===== config.mk =====
export PLATFORM = sky130hd
export DESIGN_NAME = playback_offset_mixer_and_src
export DESIGN_NICKNAME = d
export VERILOG_FILES = /design/src/design/playback_mix_pkg.sv /design/src/design/playback_offset_mixer_and_src.sv
export VERILOG_INCLUDE_DIRS = /design/src /design/src/design
export SDC_FILE = /design/constraint.sdc
export NUM_CORES = 1
export LEC_CHECK = 0
export BUFFER_PORTS_ARGS = -buffer_cell sky130_fd_sc_hd__buf_4
export CORE_MARGIN = 5
export CORE_UTILIZATION = 55
export DETAILED_ROUTE_END_ITERATION = 7
export GPL_TIMING_DRIVEN = 0
export PLACE_DENSITY_LB_ADDON = 0.05
export SYNTH_ARGS = -nofsm -noshare
export SYNTH_HDL_FRONTEND = slang
export SYNTH_SLANG_ARGS = --single-unit

===== constraint.sdc =====
create_clock -name sys_clk -period 5 [get_ports sys_clk]
set_clock_uncertainty 0.15 [all_clocks]
set_input_delay 1 -clock sys_clk [delete_from_list [all_inputs] [get_ports sys_clk]]
set_output_delay 1 -clock sys_clk [all_outputs]
set_load 0.02 [all_outputs]

===== src/design/playback_mix_defines.svh =====
`ifndef PLAYBACK_MIX_DEFINES_SVH
`define PLAYBACK_MIX_DEFINES_SVH

// ----------------------------------------------------------------
// register indices (byte address = 4 * index)
// ----------------------------------------------------------------
`define IDX_OFFSET_MIX_CONFIG 16'hfec1
`define IDX_OFFSET_LEFT_LOW 16'hfec2
`define IDX_OFFSET_LEFT_HIGH 16'hfec3
`define IDX_OFFSET_RIGHT_LOW 16'hfec4
`define IDX_OFFSET_RIGHT_HIGH 16'hfec5
`define IDX_RESAMPLER_CONFIG 16'hfec6
`define IDX_RESAMPLER_LEFT_LOW 16'hfec7
`define IDX_RESAMPLER_LEFT_HIGH 16'hfed8
`define IDX_RESAMPLER_RIGHT_LOW 16'hfed9
`define IDX_RESAMPLER_RIGHT_HIGH 16'hfeda

// ----------------------------------------------------------------
// field positions
// ----------------------------------------------------------------
`define CFG_RATE_MSB 11
`define CFG_ENABLE_BIT 12
`define OFF_FULL_BIT 13
`define OFF_URUN_BIT 14
`define SRC_LFULL_BIT 13
`define SRC_RFULL_BIT 14
`define SRC_ORUN_BIT 15

// ----------------------------------------------------------------
// reset values, counts and saturation limits
// ----------------------------------------------------------------
`define REG_RESET_VALUE 16'h0000
`define SRC_START_INPUTS 5'h13
`define MIX_MAX_POS 20'h7ffff
`define MIX_MAX_NEG 20'h80000

`endif


===== src/design/playback_mix_pkg.sv =====
package playback_mix_pkg;

    typedef enum logic [0:0] {
        BUS_IDLE = 1'b0,
        BUS_DONE = 1'b1
    } bus_phase_e;

    typedef enum logic [3:0] {
        SEL_OFF_CFG = 4'h0,
        SEL_OFF_LLO = 4'h1,
        SEL_OFF_LHI = 4'h2,
        SEL_OFF_RLO = 4'h3,
        SEL_OFF_RHI = 4'h4,
        SEL_SRC_CFG = 4'h5,
        SEL_SRC_LLO = 4'h6,
        SEL_SRC_LHI = 4'h7,
        SEL_SRC_RLO = 4'h8,
        SEL_SRC_RHI = 4'h9,
        SEL_NONE = 4'hf
    } reg_sel_e;

    typedef struct packed {
        bus_phase_e busPh;
        logic waitReq;
        logic [31:0] rdata;
        logic [11:0] offRate;
        logic offEn;
        logic offFull;
        logic offUrun;
        logic offWrL;
        logic offWrR;
        logic [3:0] offLLo;
        logic [15:0] offLHi;
        logic [3:0] offRLo;
        logic [15:0] offRHi;
        logic [11:0] offCnt;
        logic [19:0] holdL;
        logic [19:0] holdR;
        logic [19:0] mixL;
        logic [19:0] mixR;
        logic offIrq;
        logic [11:0] srcRate;
        logic srcEn;
        logic srcOrun;
        logic srcLFull;
        logic srcRFull;
        logic [7:0] srcLLo;
        logic [15:0] srcLHi;
        logic [7:0] srcRLo;
        logic [15:0] srcRHi;
        logic [12:0] srcCnt;
        logic [23:0] capL;
        logic [23:0] capR;
        logic [4:0] startCnt;
        logic srcIrq;
    } mix_state_s;

endpackage : playback_mix_pkg


===== src/design/playback_offset_mixer_and_src.sv =====
// What this block does
// - adds a secondary stereo offset stream to main playback output before conversion
// - offset config bit 12 enables mixing; cleared, the offset module is idle
// - offset full flag bit 13 sets on left+right data writes, clears on fetch
// - offset underrun flag bit 14 sets when a fetch finds full flag clear
// - offset rate bits 11:0 give fetch interval of field plus one cycles
// - offset interval counter runs on the crystal clock
// - every offset sample fetch raises an interrupt request pulse
// - offset channel is 20 bits: high register 19:4, low register bits 15:12 give 3:0
// - main plus offset sum saturates to 20-bit signed range
// - resampler resamples main input stream to a higher output rate
// - resampler applies no interpolation or anti-alias filtering
// - resampler output valid only after 19 main input samples since start
// - resampler config bit 12 enables the resampler
// - resampler overrun bit 15 sets when storing over unread data
// - left and right full flags set on store, clear on software read
// - resampler rate bits 11:0 give one output every 2*(field+1) cycles
// - every resampler store raises an interrupt request pulse
// - resampler channel is 24 bits: high register 23:8, low register 7:0
// - offset samples are held until the next fetch that finds the full flag set, no filtering
// - resampler input is taken from the samples feeding the main interpolator
`timescale 1ns/1ps
`default_nettype none
`include "playback_mix_defines.svh"

module playback_offset_mixer_and_src
    import playback_mix_pkg::*;
(
    // clock and reset
    input wire logic sys_clk,
    input wire logic rst,
    // avalon-mm slave
    input wire logic [17:0] address,
    input wire logic read,
    input wire logic write,
    input wire logic [3:0] byteenable,
    input wire logic [31:0] writedata,
    output logic [31:0] readdata,
    output logic waitrequest,
    // main path, interpolator output side
    input wire logic [19:0] mainLeft,
    input wire logic [19:0] mainRight,
    // main path, interpolator input side
    input wire logic [23:0] dacLeft,
    input wire logic [23:0] dacRight,
    input wire logic dacSampleStrobe,
    // mixed output and requests
    output logic [19:0] mixLeft,
    output logic [19:0] mixRight,
    output logic offsetIrq,
    output logic resamplerIrq
);

    // ----------------------------------------------------------------
    // helpers
    // ----------------------------------------------------------------
    function automatic reg_sel_e regSel(input logic [17:0] a);
        reg_sel_e s;
        s = SEL_NONE;
        if (a[1:0] == 2'h0) begin
            unique case (a[17:2])
                `IDX_OFFSET_MIX_CONFIG: s = SEL_OFF_CFG;
                `IDX_OFFSET_LEFT_LOW: s = SEL_OFF_LLO;
                `IDX_OFFSET_LEFT_HIGH: s = SEL_OFF_LHI;
                `IDX_OFFSET_RIGHT_LOW: s = SEL_OFF_RLO;
                `IDX_OFFSET_RIGHT_HIGH: s = SEL_OFF_RHI;
                `IDX_RESAMPLER_CONFIG: s = SEL_SRC_CFG;
                `IDX_RESAMPLER_LEFT_LOW: s = SEL_SRC_LLO;
                `IDX_RESAMPLER_LEFT_HIGH: s = SEL_SRC_LHI;
                `IDX_RESAMPLER_RIGHT_LOW: s = SEL_SRC_RLO;
                `IDX_RESAMPLER_RIGHT_HIGH: s = SEL_SRC_RHI;
                default: s = SEL_NONE;
            endcase
        end
        return s;
    endfunction : regSel

    function automatic logic [19:0] satAdd(input logic [19:0] a, input logic [19:0] b);
        logic [20:0] s;
        s = {a[19], a} + {b[19], b};
        if (s[20] != s[19]) begin
            return s[20] ? `MIX_MAX_NEG : `MIX_MAX_POS;
        end
        return s[19:0];
    endfunction : satAdd

    mix_state_s st_r;
    mix_state_s st_nxt;
    reg_sel_e sel;
    logic access;
    logic wrOk;
    logic rdOk;
    logic offTick;
    logic srcTick;
    logic srcStore;
    logic dataWrDone;
    logic [15:0] rdVal;

    // ----------------------------------------------------------------
    // access decode
    // ----------------------------------------------------------------
    always_comb begin
        sel = regSel(address);
        access = (st_r.busPh == BUS_IDLE) && (read || write);
        wrOk = access && write && (byteenable[1:0] == 2'h3);
        rdOk = access && read;
        offTick = st_r.offEn && (st_r.offCnt >= st_r.offRate);
        srcTick = st_r.srcEn && (st_r.srcCnt >= {st_r.srcRate, 1'b1});
        srcStore = srcTick && (st_r.startCnt == `SRC_START_INPUTS);
        dataWrDone = wrOk && (((sel == SEL_OFF_LHI) && (st_r.offWrR || st_r.offFull))
            || ((sel == SEL_OFF_RHI) && (st_r.offWrL || st_r.offFull)));
        unique case (sel)
            SEL_OFF_CFG: rdVal = {1'b0, st_r.offUrun, st_r.offFull, st_r.offEn, st_r.offRate};
            SEL_OFF_LLO: rdVal = {st_r.offLLo, 12'h000};
            SEL_OFF_LHI: rdVal = st_r.offLHi;
            SEL_OFF_RLO: rdVal = {st_r.offRLo, 12'h000};
            SEL_OFF_RHI: rdVal = st_r.offRHi;
            SEL_SRC_CFG: rdVal = {st_r.srcOrun, st_r.srcRFull, st_r.srcLFull, st_r.srcEn,
                st_r.srcRate};
            SEL_SRC_LLO: rdVal = {st_r.srcLLo, 8'h00};
            SEL_SRC_LHI: rdVal = st_r.srcLHi;
            SEL_SRC_RLO: rdVal = {st_r.srcRLo, 8'h00};
            SEL_SRC_RHI: rdVal = st_r.srcRHi;
            default: rdVal = 16'h0000;
        endcase
    end

    // ----------------------------------------------------------------
    // next state
    // ----------------------------------------------------------------
    always_comb begin
        st_nxt = st_r;
        st_nxt.offIrq = 1'b0;
        st_nxt.srcIrq = 1'b0;

        // bus handshake: one wait cycle, then waitrequest low for one cycle
        unique case (st_r.busPh)
            BUS_IDLE: begin
                if (read || write) begin
                    st_nxt.busPh = BUS_DONE;
                    st_nxt.waitReq = 1'b0;
                    st_nxt.rdata = read ? {16'h0000, rdVal} : 32'h0000_0000;
                end
            end
            BUS_DONE: begin
                st_nxt.busPh = BUS_IDLE;
                st_nxt.waitReq = 1'b1;
            end
        endcase

        // register writes
        if (wrOk) begin
            unique case (sel)
                SEL_OFF_CFG: begin
                    st_nxt.offRate = writedata[`CFG_RATE_MSB:0];
                    st_nxt.offEn = writedata[`CFG_ENABLE_BIT];
                    if (writedata[`OFF_URUN_BIT]) begin
                        st_nxt.offUrun = 1'b0;
                    end
                end
                SEL_OFF_LLO: st_nxt.offLLo = writedata[15:12];
                SEL_OFF_LHI: begin
                    st_nxt.offLHi = writedata[15:0];
                    st_nxt.offWrL = 1'b1;
                end
                SEL_OFF_RLO: st_nxt.offRLo = writedata[15:12];
                SEL_OFF_RHI: begin
                    st_nxt.offRHi = writedata[15:0];
                    st_nxt.offWrR = 1'b1;
                end
                SEL_SRC_CFG: begin
                    st_nxt.srcRate = writedata[`CFG_RATE_MSB:0];
                    st_nxt.srcEn = writedata[`CFG_ENABLE_BIT];
                    if (writedata[`SRC_ORUN_BIT]) begin
                        st_nxt.srcOrun = 1'b0;
                    end
                end
                SEL_SRC_LLO: st_nxt.srcLLo = writedata[15:8];
                SEL_SRC_LHI: st_nxt.srcLHi = writedata[15:0];
                SEL_SRC_RLO: st_nxt.srcRLo = writedata[15:8];
                SEL_SRC_RHI: st_nxt.srcRHi = writedata[15:0];
                default: st_nxt.offIrq = 1'b0;
            endcase
        end

        // reads of the high data words clear the full flags
        if (rdOk && (sel == SEL_SRC_LHI)) begin
            st_nxt.srcLFull = 1'b0;
        end
        if (rdOk && (sel == SEL_SRC_RHI)) begin
            st_nxt.srcRFull = 1'b0;
        end

        // offset interval counter on the crystal clock
        if (!st_r.offEn || offTick) begin
            st_nxt.offCnt = 12'h000;
        end else begin
            st_nxt.offCnt = st_r.offCnt + 12'h001;
        end

        // offset fetch: sample and hold, flags, request
        if (offTick) begin
            if (st_r.offFull) begin
                st_nxt.holdL = {st_r.offLHi, st_r.offLLo};
                st_nxt.holdR = {st_r.offRHi, st_r.offRLo};
            end else begin
                st_nxt.offUrun = 1'b1;
            end
            st_nxt.offFull = 1'b0;
            st_nxt.offIrq = 1'b1;
        end
        if (dataWrDone) begin
            st_nxt.offFull = 1'b1;
            st_nxt.offWrL = 1'b0;
            st_nxt.offWrR = 1'b0;
        end

        // mixing stage, pass-through while disabled
        if (st_r.offEn) begin
            st_nxt.mixL = satAdd(mainLeft, st_r.holdL);
            st_nxt.mixR = satAdd(mainRight, st_r.holdR);
        end else begin
            st_nxt.mixL = mainLeft;
            st_nxt.mixR = mainRight;
        end

        // resampler: capture interpolator input, count start-up samples
        if (!st_r.srcEn) begin
            st_nxt.startCnt = 5'h00;
            st_nxt.srcCnt = 13'h0000;
        end else begin
            st_nxt.srcCnt = srcTick ? 13'h0000 : st_r.srcCnt + 13'h0001;
            if (dacSampleStrobe) begin
                st_nxt.capL = dacLeft;
                st_nxt.capR = dacRight;
                if (st_r.startCnt != `SRC_START_INPUTS) begin
                    st_nxt.startCnt = st_r.startCnt + 5'h01;
                end
            end
        end

        // resampler store: latest input copied unfiltered
        if (srcStore) begin
            st_nxt.srcLHi = st_r.capL[23:8];
            st_nxt.srcLLo = st_r.capL[7:0];
            st_nxt.srcRHi = st_r.capR[23:8];
            st_nxt.srcRLo = st_r.capR[7:0];
            st_nxt.srcLFull = 1'b1;
            st_nxt.srcRFull = 1'b1;
            if (st_r.srcLFull || st_r.srcRFull) begin
                st_nxt.srcOrun = 1'b1;
            end
            st_nxt.srcIrq = 1'b1;
        end
    end

    // ----------------------------------------------------------------
    // state register
    // ----------------------------------------------------------------
    always_ff @(posedge sys_clk) begin
        if (rst) begin
            st_r <= '0;
            st_r.waitReq <= 1'b1;
        end else begin
            st_r <= st_nxt;
        end
    end

    assign readdata = st_r.rdata;
    assign waitrequest = st_r.waitReq;
    assign mixLeft = st_r.mixL;
    assign mixRight = st_r.mixR;
    assign offsetIrq = st_r.offIrq;
    assign resamplerIrq = st_r.srcIrq;

    logic [20:0] sumChkL;
    assign sumChkL = {mainLeft[19], mainLeft} + {st_r.holdL[19], st_r.holdL};
endmodule : playback_offset_mixer_and_src

`default_nettype wire


# Word level (Yosys, flattened, before mapping)
# Cells that the tools add are included.
dict set report classes {
  n_reduce_logical 47
  order_cmp 2
  div_mod_pow 0
  shift 0
  n_mux 43
  multipliers 0
  n_addsub 5
  bitwise 2
  eq_ne 25
}
# op n
set op_table {}
lappend op_table {{== test 16 bit (second input constant)} 10}
lappend op_table {{one-hot mux 16 bit (10 select lines)} 1}
lappend op_table {{two-way mux 20 bit} 6}
lappend op_table {{two-way mux 16 bit} 5}
lappend op_table {{two-way mux 51 bit} 1}
lappend op_table {{two-way mux 48 bit} 1}
lappend op_table {{two-way mux 43 bit} 1}
lappend op_table {{adder 20 x 20 -> 21 bit} 2}
lappend op_table {{two-way mux 40 bit} 1}
lappend op_table {{one-hot mux 4 bit (10 select lines)} 1}
lappend op_table {{two-way mux 34 bit} 1}
lappend op_table {{AND reduction 2 bit} 14}
lappend op_table {{two-way mux 1 bit} 18}
lappend op_table {{== test 4 x 3 -> 1 bit (second input constant)} 4}
lappend op_table {{two-way mux 8 bit} 2}
lappend op_table {{nonzero test 2 bit} 8}
lappend op_table {{adder 13 x 1 -> 13 bit (second input constant)} 1}
lappend op_table {{greater-or-equal comparator 13 bit} 1}
lappend op_table {{adder 12 x 1 -> 12 bit (second input constant)} 1}
lappend op_table {{greater-or-equal comparator 12 bit} 1}
lappend op_table {{logical AND 1 bit} 12}
lappend op_table {{two-way mux 4 bit} 3}
lappend op_table {{== test 4 x 2 -> 1 bit (second input constant)} 2}
lappend op_table {{== test 4 bit (second input constant)} 2}
lappend op_table {{16 further kinds} 25}
dict set report totals {
  n_memories 0
  input_bits 147
  ram_bits 0
  latch_bits 0
  mem_bits_ro 0
  reg_bits 315
}

# Longest topological paths before layout
dict set report depth {
  word_depth 9
  ltp_mapped 18
}

# Least setup slack after synthesis
# No wires, ideal clock.
dict set report synth_timing {
  kind {in2reg}
  startpoint {in mainRight[0]}
  endpoint {reg st_r, in the netlist mixRight[12]}
  arrival_time_ns 4.004
  t_required_ns 4.770
  path_stages 18
  n_path_buf 2
  path_slack_ns 0.765
  path_cell_list {ha_1 > inv_1 > fa_1 > nor2b_1 > o31a_1 > o41ai_2 > a211o_1 > a21boi_2 > o31ai_4 > nand3_1 > nand2_1 > ha_1 > clkbuf_1 > nand2_1 > a31oi_4 > nor2b_2 > buf_4 > a211oi_2}
}
dict set report synth_between {
  elab_chain_len 6
  word_cells_on_any_way 8
}
# item line
set synth_lines {}
lappend synth_lines {{from (decl)} playback_offset_mixer_and_src.sv:42} ;# input wire logic [19:0] mainRight,
lappend synth_lines {{adder 20 x 20 -> 21 bit *} playback_offset_mixer_and_src.sv:80} ;# s = {a[19], a} + {b[19], b};
lappend synth_lines {{!= test 1 bit} playback_offset_mixer_and_src.sv:81} ;# if (s[20] != s[19]) begin
lappend synth_lines {{two-way mux 1 bit} playback_offset_mixer_and_src.sv:81}
lappend synth_lines {{two-way mux 1 bit} playback_offset_mixer_and_src.sv:219} ;# if (st_r.offEn) begin
lappend synth_lines {{two-way mux 20 bit *} playback_offset_mixer_and_src.sv:84} ;# return s[19:0];
lappend synth_lines {{two-way mux 40 bit *} playback_offset_mixer_and_src.sv:219}
lappend synth_lines {{to (signal assigned)} playback_offset_mixer_and_src.sv:265} ;# st_r <= st_nxt;
lappend synth_lines {{to (decl)} playback_offset_mixer_and_src.sv:87} ;# mix_state_s st_r;
# Every way passes the cells marked *; elsewhere a longest branch is shown, timed or not. The select of a mux whose other input is x is not followed.
# A chain may end at the register's enable or synchronous reset.

# Worst setup path in the final report
dict set report layout_timing {
  startpoint {in mainRight[1]}
  endpoint {reg st_r, in the netlist mixRight[9]}
}
# Same word-level chain as after synthesis.

==> flow_metrics.tcl <==
set metrics [dict create \
    cts_tree "yes" \
    cp_top_family "compound AO/OA/AOI/OAI gates" \
    netlist_instances 1919 \
    required_ns 5.27 \
    die-width_um 178 \
    ant_nets 0 \
    gp_congestion 0.977 \
    rows 61 \
    area_delta_synth_final_pct 19.3 \
    grt-ovfl-total 0 \
    total_power_w 0.00538 \
    wl_per_cell_um 19.3 \
    hp-class "register to register" \
    critical-path-max-stage-delay_ns 0.32 \
    async_flop_share_pct 0 \
    fmax_mhz 222 \
    avgSynthCellArea_um2 8.12 \
    cts_resized 0 \
    outcome "finished, final reports clean" \
    via_per_inst 5.75 \
    cts_made_buffers 34 \
    max-slew-margin-rel_pct 29.7 \
    core_mm2 0.0279 \
    p_leak_nw 7.50 \
    worstSkewPairLatency_ns 0.51 \
    die_h_um 178 \
    rr_startpoint "st_r[172]" \
    synth.distinct_cells 87 \
    crit_slowest_cell "clkbuf_1" \
    clkPwrFrac_pct 47.1 \
    grt_first_pass_wirelength_um 75800 \
    first_pass_iters 6 \
    synth_ff_type "dfxtp_1" \
    track_usage_pct 30.3 \
    setup_viol 0 \
    critPathLaunchType "input pin" \
    comb_power_share_pct 8.2 \
    diodes 0 \
    synth.top_cell.area_share_pct 38.4 \
    h-tree-depth 2 \
    synth_seq_cells 299 \
    setup_ws_ns 0.501 \
    seq_area_mm2 0.00599 \
    synthesis.area_mm2 0.0156 \
    drive_above_1_share_pct 17.9 \
    critical_path_buf_inv_count 3 \
    cts.sink_count 299 \
    grt_pass1_vias 13800 \
    drtIter0Drc 1319 \
    switching_share_pct 23.4 \
    maxCapViolations 0 \
    period_minus_slack_ns 4.50 \
    path_max_fanout 10 \
    drv_slew 0 \
    synth_common_cells "nand2_1, dfxtp_1, nor2_1, a21oi_1, clkbuf_1" \
    yosys-top-cells-area "dfxtp_1, nand2_1, ha_1" \
    tightest_slew_ns 1.05 \
    hold_violations 0 \
    vias 14700 \
    multiInputGateArea_mm2 0.00845 \
    dpl.hpwl_um 38000 \
    holdBufCountCts 0 \
    start_util_pct 55.9 \
    wirelength_um 49300 \
    crit_path_start "mainRight[1]" \
    grt_max_degree 14 \
    cts_setup_buffers 0 \
    ys.warnings.count 0 \
    rsz0062_at_grt "false" \
    cts.path.max_buffers 3 \
    timing.final.crit_share_pct 90.0 \
    clockRootBuffer "clkbuf_16" \
    cp-end-kind "register" \
    power_frac_seq_pct 44.7 \
    synth_edf_count 0 \
    p_per_area_mw_per_mm2 290 \
    path_cells "buf_4 -> ha_1 -> a211oi_1 -> nor2_1 -> o31a_1 -> a21o_1 -> o211ai_1 -> a31oi_1 -> nor2_1 -> o2bb2ai_1 -> xnor2_1 -> ha_1 -> clkbuf_1 -> nand2_1 -> a31oi_4 -> nor2b_2 -> buf_4 -> a211oi_2" \
    yosysMostFrequentCell "nand2_1" \
    synth_area_leader_cell "dfxtp_1" \
    vdd_drop_max_mv 0.232 \
    ios 222 \
    switchingPower_w 0.00126 \
    clk_pin_slew_ns 0.06 \
    port_buffers 178 \
    nNetsFinal 2366 \
    dieArea_mm2 0.0318 \
    setup-tns-final_ns 0 \
    drc 0 \
    antenna_found_initial 0 \
    cp.arrival_ns 4.77 \
    criticalPathCategory "input pin to register" \
    fillers 2406 \
    intPower_w 0.00413 \
    dp_slack_ns 0.0145 \
    synth-seq-area-share_pct 38.4 \
    hp-start "st_r[275]" \
]
power groups by stage:
stage | Combinational, W | Sequential (W) | Clock [W]
5_1_grt | 0.000467 | 0.00241 | 0.00267
4_1_cts | 0.000433 | 0.00241 | 0.00256
6_report | 0.000439 | 0.00241 | 0.00254
2_1_floorplan | 0.000240 | 0.00246 | 0
3_3_place_gp | 0.000428 | 0.00246 | 0
3_5_place_dp | 0.000431 | 0.00246 | 0
cell families (layout without fill, tap and decap cells):
logic type	Yosys count	after routing	share of synthesized area, %
compound gates	448	448	20.0
xor+xnor	50	50	2.81
simple gates	750	750	20.9
other cells	1	16	0.0241
buf+inv	233	471	7.66
fa+ha+maj	86	86	6.84
mux	52	52	3.34
flops	299	299	38.4
placed cells by master, fill, tap and decap left out, drive strengths merged, types with 19 or more instances in the layout:
cell type / synthesis / layout
a21o: 19 / 19
a211oi: 44 / 44
a311oi: 56 / 56
clkbuf: 85 / 134
nand2: 370 / 370
nand3: 67 / 67
nor2: 216 / 216
xor2: 32 / 32
dfxtp: 299 / 299
o21ai: 55 / 55
a21oi: 166 / 166
mux2i: 52 / 52
ha: 69 / 69
buf: 105 / 283
inv: 43 / 44
worst min-delay path, stage by stage, from the launching register on:
cell and delay [ns]:
dfxtp_1 0.31, nand2_1 0.05, a21oi_1 0.05
worst paths after layout:
kind,to,slack [ns],depth (start not counted)
worst min-delay path,st_r[275],0.30,2
worst max register to register,mixRight[9],0.79,18
worst max-delay path,mixRight[9],0.50,18
worst min register to register,st_r[275],0.30,2
cell type report:
class | instances | share of cell area, %
Buffer | 190 | 5.55
Clock inverter | 11 | 0.633
Tap cell | 378 | 2.54
Sequential cell | 299 | 32.2
Inverter | 43 | 0.868
Clock buffer | 49 | 5.55
Multi-Input combinational cell | 1402 | 45.5
Timing Repair Buffer | 178 | 7.19
state kept, by name (all words and copies together), names as in the netlist:
name	cells
mixLeft	20
mixRight	20
offsetIrq	1
readdata	16
resamplerIrq	1
st_r	240
waitrequest	1
per-layer routing:
layer  up-vias  global-route usage (%)  share of wire [%]
li1       7096                       -                  -
met1      6792                    39.9                 42
met2       665                    49.5                 45
met3       108                    5.15                8.2
met4         0                    12.4                4.1
met5         -                       0                  0
through the flow:
stage	cell area (um^2)	hold WS (ns)	util, %	std cells
3_3_place_gp	17400	0.288	62.6	2490
4_1_cts	18600	0.302	66.7	2550
6_report	18600	0.302	66.7	2550
2_1_floorplan	15600	0.282	-	1934
3_5_place_dp	17400	0.294	62.6	2490
5_1_grt	18600	0.318	66.7	2550
Power figures use the tool's default switching activity.
